===== src/rtl/cir_pkg.sv =====
package cir_pkg;
   // number of request lines handled by each controller
   localparam int CTRL_LINES = 8;
   // master request input that carries the slave output
   localparam int CASCADE_LINE = 2;
   // absolute position of the coprocessor line 13, slave input 5
   localparam int FPU_LINE = 13;
   // legacy line-2 pin lands on line 9
   localparam int LEGACY_LINE = 9;
   // bus-interface routing targets
   localparam int BUS_LINE_PRIMARY = 11;
   localparam int BUS_LINE_ALT_HI = 12;
   localparam int BUS_LINE_ALT_LO = 5;
   // synchroniser depth for pin inputs
   localparam int SYNC_STAGES = 2;
   // acknowledge to vector latency in mclk cycles
   localparam int ACK_LATENCY = 2;
   // reset values
   localparam logic [7:0] VECTOR_RESET = 8'h00;
   localparam logic [2:0] LINE_RESET = 3'h0;

   // where the bus-interface interrupt goes among the maskable lines
   typedef enum logic [1:0] {
      CIR_ROUTE_PRIMARY = 2'b00, // line 11
      CIR_ROUTE_ALT_HI = 2'b01,  // line 12
      CIR_ROUTE_ALT_LO = 2'b10,  // line 5
      CIR_ROUTE_NONE = 2'b11     // maskable path off, only the nmi path
   } cir_route_type;
endpackage


===== src/rtl/cir_prio_ctrl.sv =====
`timescale 1ns/1ps
// one fixed-priority controller: lowest line number wins
module cir_prio_ctrl #(
   parameter int LINES = 8
) (
   input wire logic mclk,
   input wire logic rst,
   input wire logic [LINES-1:0] req,
   input wire logic [LINES-1:0] mask,
   input wire logic [7:0] base,
   input wire logic ack,
   output logic int_out,
   output logic [7:0] vector,
   output logic [$clog2(LINES)-1:0] ack_line
);
   localparam int LW = $clog2(LINES);

   // the vector keeps base high bits, so line count must be a power of two
   generate
      if (LINES < 2 || LINES > 8 || (1 << LW) != LINES) begin : g_bad
         $error("cir_prio_ctrl: LINES must be 2, 4 or 8");
      end
   endgenerate

   // unmasked requests
   logic [LINES-1:0] pending;
   // winning line this cycle
   logic [LW-1:0] win;

   // index of the lowest set bit; all-zero gives the last line (spurious)
   function automatic logic [LW-1:0] first_set(input logic [LINES-1:0] v);
      logic [LW-1:0] idx;
      idx = LW'(LINES - 1);
      for (int i = LINES - 1; i >= 0; i--) begin
         if (v[i]) begin
            idx = LW'(i);
         end
      end
      return idx;
   endfunction

   assign pending = req & ~mask;
   assign win = first_set(pending);
   // level output, host sees it the same cycle a line rises
   assign int_out = |pending;

   // capture the vector at the acknowledge edge, held until the next one
   always_ff @(posedge mclk or posedge rst) begin
      if (rst) begin
         vector <= cir_pkg::VECTOR_RESET;
      end else if (ack) begin
         vector <= {base[7:LW], win};
      end
   end

   // remember which line won, the top needs it for the cascade choice
   always_ff @(posedge mclk or posedge rst) begin
      if (rst) begin
         ack_line <= LW'(cir_pkg::LINE_RESET);
      end else if (ack) begin
         ack_line <= win;
      end
   end
endmodule


===== src/rtl/cir_routing.sv =====
`timescale 1ns/1ps
module cir_routing (
   input wire logic mclk,
   input wire logic rst,
   input wire logic [15:0] ext_irq,
   input wire logic fpu_irq,
   input wire logic bus_irq,
   input wire logic parity_err,
   input wire logic [1:0] bus_route,
   input wire logic bus_nmi_en,
   input wire logic nmi_enable,
   input wire logic [7:0] master_base,
   input wire logic [7:0] slave_base,
   input wire logic [7:0] master_mask,
   input wire logic [7:0] slave_mask,
   input wire logic inta,
   output logic intr,
   output logic [7:0] int_vector,
   output logic vector_valid,
   output logic nmi
);
   // pin group sampled through the synchroniser
   localparam int PINS = 19;

   // first and second synchroniser stages
   logic [PINS-1:0] sync_a;
   logic [PINS-1:0] sync_b;
   // synchronised pin views
   logic [15:0] ext_s;
   logic fpu_s;
   logic bus_s;
   logic parity_s;
   // sixteen request lines as seen by the two controllers
   logic [15:0] lines;
   // master requests with the cascade line spliced in
   logic [7:0] master_req;
   logic slave_int;
   logic master_int;
   logic [7:0] master_vec;
   logic [7:0] slave_vec;
   logic [2:0] master_line;
   // acknowledge delayed to line up with the controller vectors
   logic ack_d;
   // decoded route
   cir_pkg::cir_route_type route;
   logic [15:0] next_lines;

   // pins come from other boards, so two flops before anything reads them
   always_ff @(posedge mclk or posedge rst) begin
      if (rst) begin
         sync_a <= '0;
         sync_b <= '0;
      end else begin
         sync_a <= {ext_irq, fpu_irq, bus_irq, parity_err};
         sync_b <= sync_a;
      end
   end

   assign ext_s = sync_b[18:3];
   assign fpu_s = sync_b[2];
   assign bus_s = sync_b[1];
   assign parity_s = sync_b[0];
   assign route = cir_pkg::cir_route_type'(bus_route);

   // build the request lines; external bits 2 and 13 are ignored here
   always_comb begin
      next_lines = ext_s;
      next_lines[cir_pkg::CASCADE_LINE] = 1'b0;
      next_lines[cir_pkg::FPU_LINE] = fpu_s;
      // bit 9 of the pin group is the legacy line-2 expansion pin
      next_lines[cir_pkg::LEGACY_LINE] = ext_s[cir_pkg::LEGACY_LINE];
      case (route)
         cir_pkg::CIR_ROUTE_PRIMARY: begin
            next_lines[cir_pkg::BUS_LINE_PRIMARY] = ext_s[cir_pkg::BUS_LINE_PRIMARY] | bus_s;
         end
         cir_pkg::CIR_ROUTE_ALT_HI: begin
            next_lines[cir_pkg::BUS_LINE_ALT_HI] = ext_s[cir_pkg::BUS_LINE_ALT_HI] | bus_s;
         end
         cir_pkg::CIR_ROUTE_ALT_LO: begin
            next_lines[cir_pkg::BUS_LINE_ALT_LO] = ext_s[cir_pkg::BUS_LINE_ALT_LO] | bus_s;
         end
         default: begin
            // bus interrupt reaches the host only through the nmi path
         end
      endcase
   end
   assign lines = next_lines;

   // master line 2 is the slave output, nothing else can claim it
   always_comb begin
      master_req = lines[7:0];
      master_req[cir_pkg::CASCADE_LINE] = slave_int;
   end

   // slave handles lines 8..15
   cir_prio_ctrl #(.LINES(cir_pkg::CTRL_LINES)) u_slave (
      .mclk(mclk),
      .rst(rst),
      .req(lines[15:8]),
      .mask(slave_mask),
      .base(slave_base),
      .ack(inta),
      .int_out(slave_int),
      .vector(slave_vec),
      .ack_line()
   );

   // master handles lines 0..7 and sees the slave on line 2
   cir_prio_ctrl #(.LINES(cir_pkg::CTRL_LINES)) u_master (
      .mclk(mclk),
      .rst(rst),
      .req(master_req),
      .mask(master_mask),
      .base(master_base),
      .ack(inta),
      .int_out(master_int),
      .vector(master_vec),
      .ack_line(master_line)
   );

   assign intr = master_int;

   // both controllers latch on the same edge; the slave vector is
   // thrown away unless the master picked the cascade line
   always_ff @(posedge mclk or posedge rst) begin
      if (rst) begin
         ack_d <= 1'b0;
      end else begin
         ack_d <= inta;
      end
   end

   // vector register and its one-cycle strobe
   always_ff @(posedge mclk or posedge rst) begin
      if (rst) begin
         int_vector <= cir_pkg::VECTOR_RESET;
         vector_valid <= 1'b0;
      end else begin
         vector_valid <= ack_d;
         if (ack_d) begin
            if (master_line == 3'(cir_pkg::CASCADE_LINE)) begin
               int_vector <= slave_vec;
            end else begin
               int_vector <= master_vec;
            end
         end
      end
   end

   // nmi is a level; the host setup gate must be open for it to show
   always_ff @(posedge mclk or posedge rst) begin
      if (rst) begin
         nmi <= 1'b0;
      end else begin
         nmi <= nmi_enable & (parity_s | (bus_s & bus_nmi_en));
      end
   end
endmodule


===== config.mk =====
export PLATFORM = sky130hd
export DESIGN_NAME = cir_routing
export DESIGN_NICKNAME = d
export VERILOG_FILES = /design/src/rtl/cir_pkg.sv /design/src/rtl/cir_prio_ctrl.sv /design/src/rtl/cir_routing.sv
export SDC_FILE = /design/constraint.sdc
export NUM_CORES = 1
export LEC_CHECK = 0
export ABC_AREA = 0
export BUFFER_PORTS_ARGS = -buffer_cell sky130_fd_sc_hd__buf_2
export CORE_UTILIZATION = 30
export DETAILED_ROUTE_END_ITERATION = 12
export SYNTH_ARGS = -nofsm -noshare
export SYNTH_HDL_FRONTEND = slang
export SYNTH_SLANG_ARGS = --single-unit

===== constraint.sdc =====
create_clock -name mclk -period 2.11 [get_ports mclk]
set_input_delay 0.3165 -clock mclk [delete_from_list [all_inputs] [get_ports mclk]]
set_output_delay 0.3165 -clock mclk [all_outputs]
set_load 0.01 [all_outputs]

# After elaboration in Yosys (flattened, before gate mapping)
# Index checks and enable logic that the tools add are counted.
[word_totals] n_memories=0 latch_bits=0 mem_bits_rw=0 output_inout_bits=11 romBits=0 ff_bits=68 word_cells=43
[op_classes] reduce_logical=3 n_eq_ne=3 n_div=0 n_mul=0 shifts=0 order_cmp=0 addsub=0 n_bitwise=10 mux=18
[op_table] op="3-bit 2-to-1 mux" n=8
[op_table] op="8-bit AND" n=2
[op_table] op="8-bit NOT" n=2
[op_table] op="8-bit OR reduction" n=2
[op_table] op="2-bit 2-to-1 mux" n=4
[op_table] op="8-bit 2-to-1 mux" n=1
[op_table] op="1-bit 2-to-1 mux" n=5
[op_table] op="1-bit OR" n=4
[op_table] op="3-bit by 2-bit == test with 1-bit output, second input constant" n=1
[op_table] op="1-bit AND" n=2
[op_table] op="2-bit by 1-bit == test with 1-bit output, second input constant" n=1
[op_table] op="2-bit == test, second input constant" n=1
[op_table] op="2-bit zero test" n=1

# Depth between registers and ports, before layout
# Gate-level depths: netlist of run 1.
[logic_depth] word_depth=12 depth_mapped=5

# Modules after synthesis
# From an unflattened synthesis of run 1, not the netlist that was laid out.
[unflattened] hier_cells=174 area_unflattened_um2=2287.2
[by_module_without_submodules] module="cir_routing" seq_area_each_um2=1126.1 cells_per_inst=90 area_per_inst_um2=1356.3 instances=1
[by_module_without_submodules] module="cir_prio_ctrl" seq_area_each_um2=200.2 cells_per_inst=42 area_per_inst_um2=465.4 instances=2

# Worst setup path after synthesis of run 1
# OpenSTA, ideal clock, no wires.
[synth_path] path_type="register to output" from="reg sync_b[1]" to="out intr" stages_incl_launch_ff=5 arrival_ns=1.321 required_ns=1.794 path_slack_ns=0.473 cell_sequence="dfrtp_1 > nor3b_1 > a211o_1 > nor4_4 > o21ai_0"
[synth_via] elab_chain_len=6
[synth_rtl] element="start: declaration" line="cir_routing.sv:27" text="logic [PINS-1:0] sync_b;"
[synth_rtl] element="start signal: assignment" line="cir_routing.sv:55" text="sync_b <= sync_a;"
[synth_rtl] element="1-bit OR (on tied branches)" line="cir_routing.sv:74, cir_routing.sv:77"
[synth_rtl] element="1-bit 2-to-1 mux" line="cir_routing.sv:72" text="case (route)"
[synth_rtl] element="8-bit AND" line="cir_prio_ctrl.sv:42" text="assign pending = req & ~mask;"
[synth_rtl] element="8-bit OR reduction" line="cir_prio_ctrl.sv:45" text="assign int_out = |pending;"
[synth_rtl] element="8-bit AND (*)" line="cir_prio_ctrl.sv:42"
[synth_rtl] element="8-bit OR reduction (*)" line="cir_prio_ctrl.sv:45"
[synth_rtl] element="end: declaration" line="cir_routing.sv:17" text="output logic intr,"
# Every way passes the cells marked *; elsewhere a longest branch is shown, timed or not.

# Worst setup path in the final report of run 1
# Same ends and word-level chain as after synthesis.

==> flow_summary_export.csv, run 1 <==
group,metric,value,unit
status,status,"completed",
cells_and_area,drive_above_1_share,0.391,
sta,grt_setup_unrepaired,"false",
drt,num_vias,1443,
logic_synthesis,synthFlopType,"dfrtp_1",
worst_setup_path,crit_family,"simple AND/OR/NAND/NOR gates",
logic_synthesis,yosys-top-cells-area,"dfrtp_1 (69%), mux2_2 (5.1%), a21oi_1 (2.7%)",
place,hpwl,2860,um
floorplan,fp.dieArea,7720,um^2
run,drv_cap,0,
logic_synthesis,synth_cell_types,37,
floorplan,die_w,87.8,um
worst_setup_path,critPathMaxStageDelay,0.40,ns
worst_setup_path,path_max_fanout,4,
drt,drt_pass1_iterations,4,
logic_synthesis,avgSynthCellArea,13.5,um^2
worst_setup_path,path_cells,"nor3b_1, a211o_1, nor4_4, o21ai_1, buf_2",
clock_network,clkSinkCount,61,
clock_network,h-tree-depth,3,
logic_synthesis,syn_nets,222,
worst_setup_path,r2r_cells,5,
drt,remaining_drc_errors,0,
worst_setup_path,rrSetupSlack,0.61,ns
worst_hold_path,hold_depth,1,
worst_setup_path,endpoint_kind,"output pin",
sta,maxSlewHeadroom,0.658,
grt,grt_pass1_wl,6590,um
clock_network,tritoncts,"built",
cells_and_area,antenna_cells,0,
floorplan,die_h,87.8,um
grt,grt_overflow_total,0,
floorplan,rows,30,
clock_network,clkTransAtPathRegs,0.06,ns
floorplan,ios,69,
grt,grt_use_total,0.116,
worst_hold_path,hold_class,"in -> reg",
drt,drt_iter0_drc,56,
worst_setup_path,reg2reg_from,"sync_b[1]",
worst_setup_path,worst-endpoint-arrival,1.68,ns
clock_network,cts_buffers,9,
logic_synthesis,ys_seq_area_frac,0.690,
sta,drv_slew,0,
cells_and_area,area_growth,29.9,%
worst_setup_path,worst-path-stages,5,
worst_setup_path,critical_path_class,"reg -> out",
logic_synthesis,netlist.top_cell.by_area,"dfrtp_1",
worst_hold_path,hp-start,"fpu_irq",
worst_setup_path,r2r_end,"u_master.ack_line[1]",
grt,antenna_found_initial,0,
logic_synthesis,ys_seq_elements,61,
logic_synthesis,synthArstFlopShare,1.00,
logic_synthesis,netlist_instances,164,
sta,period_share,0.945,
worst_setup_path,start_kind,"flop",
worst_setup_path,cp_slowest_cell,"dfrtp_1",
cells_and_area,layout_common_cells,"dfrtp_1 (61), buf_2 (60), inv_1 (13)",
sta,hold-worst-slack,0.0976,ns
cells_and_area,layout_commonest_cell,"dfrtp_1",
grt,grt_start_max_net_pins,26,
sta,timing.fmax,0.502,GHz
clock_network,insertion_delay,0.32,ns
drt,wirelength,4000,um
sta,tns,0,ns
place,routabilityCongestion,0.702,
power,max-vdd-ir-drop,0.000434,V
worst_setup_path,cp_data_required_time,1.79,ns
logic_synthesis,synth-edff-count,0,
power,p_leak,1.36,nW
drt,drt-vias-per-instance,4.26,
clock_network,clock_path_buffers,2,
logic_synthesis,yosys_warnings,0,
worst_setup_path,crit_buf_inv,1,
sta,setup_violations,0,
sta,fin_skew,0.00697,ns
sta,fin_crit,1.99,ns
cells_and_area,nNetsFinal,297,
floorplan,initial_core_util,0.318,
power,p_per_area,891,nW/um^2
drt,ant_nets,0,
sta,tightest_slew,0.508,ns
sta,hold_violations,0,
floorplan,design.core.area,6940,um^2
clock_network,clockRootBuffer,"clkbuf_8",
drt,wl_per_cell,11.8,um
grt,grt_pass1_vias,1439,
place,io_buffer_count,60,
logic_synthesis,syn_area,2210,um^2
logic_synthesis,synth_top_area_frac,0.690,
worst_hold_path,holdPathEnd,"sync_a[2]",
-- metal layers --
| metal | vias up | global-route usage | wire length (um) |
|---|---|---|---|
| li1 | 716 | - | - |
| met1 | 682 | 0.143 | 1830 |
| met2 | 38 | 0.183 | 1930 |
| met3 | 7 | 0.0386 | 177 |
| met4 | 0 | 0.0581 | 65 |
| met5 | - | 0 | 0 |
-- registers in the layout, indices dropped and copies added, names as in the netlist --
signal / flops
ack_d: 1
int_vector: 8
nmi: 1
sync_a: 17
sync_b: 17
u_master.ack_line: 2
u_master.vector: 6
u_slave.vector: 8
vector_valid: 1
-- power by group --
part           total, mW  internal, mW  switching [mW]
sequential          1.31          1.26          0.0489
combinational      0.288         0.144           0.144
clock              0.958         0.533           0.426
-- cell usage after synthesis, drive strengths merged, types with 2 or more instances --
| cell type | instances |
|---|---|
| nor2b | 4 |
| a21oi | 12 |
| o21ai | 6 |
| o31ai | 2 |
| nand4bb | 2 |
| a21o | 3 |
| clkbuf | 2 |
| nor2 | 8 |
| nor3 | 2 |
| dfrtp | 61 |
| mux2i | 5 |
| nand2 | 5 |
| nand2b | 6 |
| mux2 | 10 |
| inv | 14 |
| nand3 | 2 |
-- metrics by stage --
stage	setup WS, ns	cells	utilization	instance area (um^2)	total power [mW]
global placement	0.282	320	0.380	2640	1.61
finish	0.117	339	0.414	2870	2.56
floorplan	0.280	164	-	2210	1.49
CTS	0.0104	339	0.411	2860	2.60
detailed placement	0.274	320	0.380	2640	1.62
global route	0.00844	339	0.414	2870	2.70
-- cells by family after synthesis --
family,synth area share
compound gates,0.105
mux,0.0736
flops,0.690
simple gates,0.101
buf+inv,0.0294
-- cell type report --
type	instances	area [um^2]
fillers	686	4070
flip-flops and latches	61	1530
multi-input cells	86	638
repair buffers	67	355
clock buffers	10	128
well taps	96	120
clock inverters	5	52.6
inverters	14	52.6
-- repair_timing --
action / 4_1_cts / 5_1_grt
resized for setup: 2 / 2
setup buffers: 3 / 0
pin swaps: 2 / 1
setup endpoints to repair: 1 / 1
hold buffers: 1 / 0
endpoints found under the hold margin: 18 / 0
-- how the worst max path moves through the flow --
stage | slack, ns | end | from
after floorplan | 0.28 | ack_d | rst
after global placement | 0.28 | intr | sync_b[1]
after detailed placement | 0.27 | intr | sync_b[1]
after CTS | 0.01 | intr | sync_b[1]
after global routing | 0.008 | intr | sync_b[1]
final | 0.12 | intr | sync_b[1]
Note: power is estimated with default switching activity, not from simulation.
==> inputs of run 2 (changes only) <==
--- a/config.mk
+++ b/config.mk
@@ -9,6 +9,7 @@
 export BUFFER_PORTS_ARGS = -buffer_cell sky130_fd_sc_hd__buf_2
 export CORE_UTILIZATION = 30
 export DETAILED_ROUTE_END_ITERATION = 12
+export PLACE_DENSITY = 0.55
 export SYNTH_ARGS = -nofsm -noshare
 export SYNTH_HDL_FRONTEND = slang
 export SYNTH_SLANG_ARGS = --single-unit
==> flow_summary_export.csv, run 2 (same netlist as run 1, synthesis figures left out) <==
group,metric,value,unit
power,combPwrFrac,0.110,
grt,antenna_found_initial,0,
cells_and_area,nNetsFinal,294,
sta,fin_crit,2.05,ns
grt,grt_pass1_vias,1450,
floorplan,fp.dieArea,7720,um^2
worst_setup_path,start_kind,"flop",
power,power_switching,635,uW
sta,drv_slew,0,
place,hpwl,2980,um
power,p_leak,1.36,nW
grt,grt_use_total,0.122,
status,status,"completed",
clock_network,clkSinkCount,61,
sta,timing.fmax,0.488,GHz
sta,worst_slack,0.0598,ns
drt,ant_nets,0,
drt,drt-vias-per-instance,4.33,
sta,grt_setup_unrepaired,"true",
power,power.share.clock,0.381,
place,io_buffer_count,60,
worst_setup_path,critical_path_class,"reg -> out",
power,p_per_area,898,nW/um^2
floorplan,ios,69,
clock_network,h-tree-depth,3,
sta,maxSlewHeadroom,0.570,
drt,wirelength,4090,um
grt,grt_overflow_total,0,
clock_network,clkTransAtPathRegs,0.07,ns
drt,drt_pass1_iterations,4,
grt,grt_start_max_net_pins,26,
clock_network,clockRootBuffer,"clkbuf_8",
sta,fin_skew,0.00988,ns
clock_network,cts_buffers,9,
sta,tightest_slew,0.641,ns
run,drv_cap,0,
cells_and_area,reg_top3,"sync_a (17), sync_b (17)",
cells_and_area,antenna_cells,0,
floorplan,die_w,87.8,um
worst_setup_path,reg2reg_from,"sync_b[1]",
worst_setup_path,worst-endpoint-arrival,1.73,ns
power,p_int,1.94,mW
drt,remaining_drc_errors,0,
worst_setup_path,r2r_cells,5,
sta,hold-worst-slack,0.0224,ns
floorplan,rows,30,
cells_and_area,drive_above_1_share,0.398,
worst_setup_path,path_max_fanout,4,
worst_setup_path,endpoint_kind,"output pin",
clock_network,clock_path_buffers,2,
sta,hold_violations,0,
power,p_seq_frac,0.509,
place,dpl_worst_slack,0.265,ns
clock_network,ctsHoldBuffers,0,
drt,wl_per_cell,12.1,um
worst_hold_path,hold_class,"in -> async",
floorplan,die_h,87.8,um
grt,grt_pass1_wl,6790,um
drt,drt_iter0_drc,72,
worst_setup_path,cp_data_required_time,1.79,ns
sta,setup_violations,0,
cells_and_area,area_growth,29.8,%
cells_and_area,layout_common_cells,"dfrtp_1 (61), buf_2 (60), inv_1 (13)",
power,p_sw_frac,0.246,
floorplan,design.core.area,6940,um^2
worst_setup_path,r2r_end,"u_master.ack_line[1]",
place,routabilityCongestion,0.739,
power,max-vdd-ir-drop,0.000535,V
drt,num_vias,1460,
clock_network,tritoncts,"built",
worst_setup_path,rrSetupSlack,0.58,ns
floorplan,initial_core_util,0.318,
clock_network,insertion_delay,0.34,ns
cells_and_area,layout_commonest_cell,"dfrtp_1",
sta,period_share,0.972,
-- run 2: cell count changes in the layout (fill, tap and decap cells not counted) --
cell           change
nor3b_4            +1
clkinv_2           +1
dlygate4sd3_1      -1
nor3b_1            -1
clkinv_4           +1
buf_4              -3
clkbuf_1           -1
a2111oi_2          +1
a2111oi_4          -1
buf_12             +1
-- run 2: worst max path at each step --
stage	from	end	slack, ns
floorplan	rst	ack_d	0.28
global placement	sync_b[1]	intr	0.28
detailed placement	slave_mask[3]	intr	0.27
CTS	sync_b[1]	intr	-0.03
global route	sync_b[1]	intr	-0.04
finish	sync_b[1]	intr	0.06
-- run 2: layer usage --
metal / routed length, um / share of wire / track usage
met2: 1970 / 0.48 / 0.184
met5: 0 / 0 / 0
met1: 1800 / 0.44 / 0.150
met3: 237 / 0.058 / 0.0528
met4: 84 / 0.021 / 0.0626
-- run 2: what timing repair did --
action	CTS	global route
resized for setup	1	4
pin swaps	2	1
setup endpoints to repair	1	1
hold endpoints to repair	0	0
buffers inserted	2	0
-- run 2: area by class of cell --
type                       count  area (um^2)
sequential                    61         1530
fill                         694         4080
multi-input combinational     86          637
timing repair buffer          64          343
clock inverter                 7         66.3
tap                           96          120
inverter                      14         52.6
clock buffer                   9          124
-- run 2: per-stage QoR --
stage	cell area, um^2	TNS (ns)	utilization	instances	power [mW]
after floorplan	2210	0	-	164	1.49
after global placement	2650	0	0.381	319	1.61
after CTS	2850	-0.0336	0.411	337	2.61
after global routing	2870	-0.0363	0.413	337	2.72
final	2870	0	0.413	337	2.58
after detailed placement	2650	0	0.381	319	1.62
-- run 2: power by group through the flow --
stage / Sequential, mW / Clock (mW) / Combinational, mW
4_1_cts: 1.31 / 1.01 / 0.286
5_1_grt: 1.33 / 1.08 / 0.319
6_report: 1.31 / 0.982 / 0.283
3_3_place_gp: 1.33 / 0 / 0.277
2_1_floorplan: 1.34 / 0 / 0.156
3_5_place_dp: 1.34 / 0 / 0.281
-- run 2: critical path, stage by stage (launching register included) --
cell,delay (ns)
dfrtp_1,0.41
nor3b_4,0.17
a211o_1,0.31
nor4_4,0.27
o21ai_1,0.09
buf_2,0.16
==> inputs of run 3 (changes only) <==
--- a/config.mk
+++ b/config.mk
@@ -9,7 +9,8 @@
 export BUFFER_PORTS_ARGS = -buffer_cell sky130_fd_sc_hd__buf_2
 export CORE_UTILIZATION = 30
 export DETAILED_ROUTE_END_ITERATION = 12
-export PLACE_DENSITY = 0.55
+export PLACE_DENSITY = 0.54
 export SYNTH_ARGS = -nofsm -noshare
 export SYNTH_HDL_FRONTEND = slang
+export SYNTH_HIERARCHICAL = 1
 export SYNTH_SLANG_ARGS = --single-unit
==> constraint.sdc (replaced) <==
create_clock -name mclk -period 2.4 [get_ports mclk]
set_input_delay 0.36 -clock mclk [delete_from_list [all_inputs] [get_ports mclk]]
set_output_delay 0.36 -clock mclk [all_outputs]
set_load 0.01 [all_outputs]
==> flow_summary_export.csv, run 3 <==
group,metric,value,unit
drt,ant_nets,0,
place,routabilityCongestion,0.695,
logic_synthesis,synthArstFlopShare,1.00,
clock_network,clock_path_buffers,2,
logic_synthesis,synth_top_area_frac,0.667,
cells_and_area,num-fill-cells,767,
sta,hold_violations,0,
status,failed_checks,"negative setup slack",
logic_synthesis,synth_cell_types,26,
sta,setup_violations,1,
place,io_buffer_count,60,
place,hpwl,3020,um
worst_setup_path,path_max_fanout,3,
power,p_leak,1.41,nW
clock_network,clockRootBuffer,"clkbuf_8",
power,p_int,1.63,mW
power,max-vdd-ir-drop,0.000365,V
clock_network,tritoncts,"built",
worst_setup_path,r2r_cells,13,
logic_synthesis,yosysMostFrequentCell,"dfrtp_1",
cells_and_area,antenna_cells,0,
logic_synthesis,netlist_instances,174,
sta,drv_slew,0,
worst_setup_path,crit_buf_inv,1,
worst_setup_path,reg2reg_from,"sync_b[1]",
floorplan,die_h,89.3,um
grt,antenna_found_initial,0,
cells_and_area,reg_top3,"sync_a (17), sync_b (17)",
grt,grt_use_total,0.127,
logic_synthesis,syn_area,2290,um^2
clock_network,cts_buffers,9,
grt,grt_overflow_total,0,
worst_hold_path,hold_class,"in -> reg",
power,p_sw_frac,0.266,
logic_synthesis,synthFlopType,"dfrtp_1",
logic_synthesis,synthTopCellsByCount,"dfrtp_1 (61), nand2_1 (16), mux2_2 (12)",
drt,drt-vias-per-instance,4.20,
power,p_per_area,754,nW/um^2
worst_setup_path,cp_data_required_time,2.04,ns
sta,grt_setup_unrepaired,"true",
cells_and_area,nNetsFinal,305,
logic_synthesis,synth-edff-count,0,
worst_hold_path,hp-start,"ext_irq[10]",
floorplan,die_w,89.3,um
worst_setup_path,path_cells,"a31o_2, nor2b_4, nor4_4, nand4b_1, nor2b_4, nor4_4, nand4b_1, buf_2",
clock_network,insertion_delay,0.34,ns
grt,grt_pass1_vias,1590,
cells_and_area,layout_common_cells,"dfrtp_1 (61), buf_2 (60), nand2_1 (16)",
grt,grt_pass1_wl,7180,um
logic_synthesis,avgSynthCellArea,13.1,um^2
power,combPwrFrac,0.120,
floorplan,design.core.area,7290,um^2
run,drv_cap,0,
logic_synthesis,ys_seq_area_frac,0.667,
worst_setup_path,r2r_end,"u_master/vector[2]",
sta,fin_skew,0.00717,ns
floorplan,fp.dieArea,7980,um^2
power,p_seq_frac,0.521,
worst_setup_path,critical_path_class,"reg -> out",
floorplan,rows,31,
logic_synthesis,yosys_warnings,6,
cells_and_area,layout_commonest_cell,"dfrtp_1",
worst_hold_path,hold_depth,1,
sta,tightest_slew,0.487,ns
cells_and_area,drive_above_1_share,0.452,
floorplan,ios,69,
worst_setup_path,worst-endpoint-arrival,2.11,ns
drt,drt_pass1_iterations,4,
status,status,"finished with violations",
sta,maxSlewHeadroom,0.675,
sta,hold-worst-slack,0.116,ns
floorplan,initial_core_util,0.314,
logic_synthesis,yosys-top-cells-area,"dfrtp_1 (67%), mux2_2 (5.9%), nand2_1 (2.6%)",
worst_setup_path,endpoint_kind,"output pin",
place,placed_cell_area,2660,um^2
sta,period_share,1.03,
cells_and_area,stdcell_area,2940,um^2
worst_setup_path,start_kind,"flop",
worst_setup_path,crit_family,"simple AND/OR/NAND/NOR gates",
cells_and_area,area_growth,28.6,%
drt,wirelength,4200,um
grt,grt_start_max_net_pins,23,
sta,timing.fmax,0.405,GHz
sta,fin_crit,2.47,ns
clock_network,clkTransAtPathRegs,0.07,ns
logic_synthesis,syn_nets,232,
worst_hold_path,holdPathEnd,"sync_a[13]",
cells_and_area,seqCellArea,1530,um^2
drt,remaining_drc_errors,0,
logic_synthesis,ys_seq_elements,61,
drt,num_vias,1474,
drt,wl_per_cell,12.0,um
sta,worst_slack,-0.0664,ns
power,fin_total_pwr,2.22,mW
worst_setup_path,critPathMaxStageDelay,0.38,ns
worst_setup_path,cp_slowest_cell,"dfrtp_1",
power,power_switching,590,uW
worst_setup_path,rrSetupSlack,0.14,ns
sta,tns,-0.0664,ns
drt,drt_iter0_drc,30,
clock_network,clkSinkCount,61,
cells_and_area,multi_input_area,673,um^2
logic_synthesis,netlist.top_cell.by_area,"dfrtp_1",
clock_network,h-tree-depth,3,
power,power.share.clock,0.359,
[run 3: kinds of logic after synthesis]
group / share of synthesized area
AO/OA/AOI/OAI: 0.0739
multiplexers: 0.0591
flip-flops: 0.667
buffers and inverters: 0.0509
AND/OR/NAND/NOR: 0.149
[run 3: worst max-delay path by stage]
stage | start | to | slack [ns] | cells after the start
after CTS | sync_b[1] | intr | -0.12 | 8
after floorplan | bus_route[0] | intr | 0.42 | 8
after global routing | sync_b[1] | intr | -0.19 | 8
after detailed placement | bus_route[0] | intr | 0.02 | 10
final | sync_b[1] | intr | -0.07 | 8
after global placement | bus_route[0] | intr | 0.07 | 10
[run 3: power by group through the flow]
stage,clock network (mW),registers [mW],logic [mW]
CTS,0.825,1.15,0.266
floorplan,0,1.17,0.159
global placement,0,1.17,0.241
finish,0.796,1.15,0.266
detailed placement,0,1.17,0.246
global route,0.876,1.16,0.305
[run 3: stage by stage]
step	setup WS [ns]	instances	util
2_1_floorplan	0.419	174	-
3_3_place_gp	0.0705	325	0.365
3_5_place_dp	0.0170	325	0.365
4_1_cts	-0.117	350	0.400
5_1_grt	-0.193	351	0.403
6_report	-0.0664	351	0.403
[run 3: per-layer routing]
metal  global-route usage  vias up  routed length [um]  part of all wire
met5                    0        -                   0                 0
met4               0.0476        0                  57             0.014
met3               0.0739        6                 425              0.10
met2                0.198       63                1890              0.45
met1                0.146      676                1830              0.44
li1                     -      729                   -                 -
[run 3: final cells by class]
type	instances	share of cell area
multi-input combinational	91	0.229
clock inverter	7	0.0174
sequential	61	0.519
inverter	11	0.0140
clock buffer	9	0.0421
tap	99	0.0421
timing repair buffer	73	0.136
[run 3: repair_timing]
action | in CTS | in global routing
endpoints found under the hold margin | 9 | 0
endpoints found under the setup margin | 1 | 2
setup buffers | 8 | 3
hold buffers | 1 | 0
resized for setup | 3 | 2
pin swaps | 4 | 1
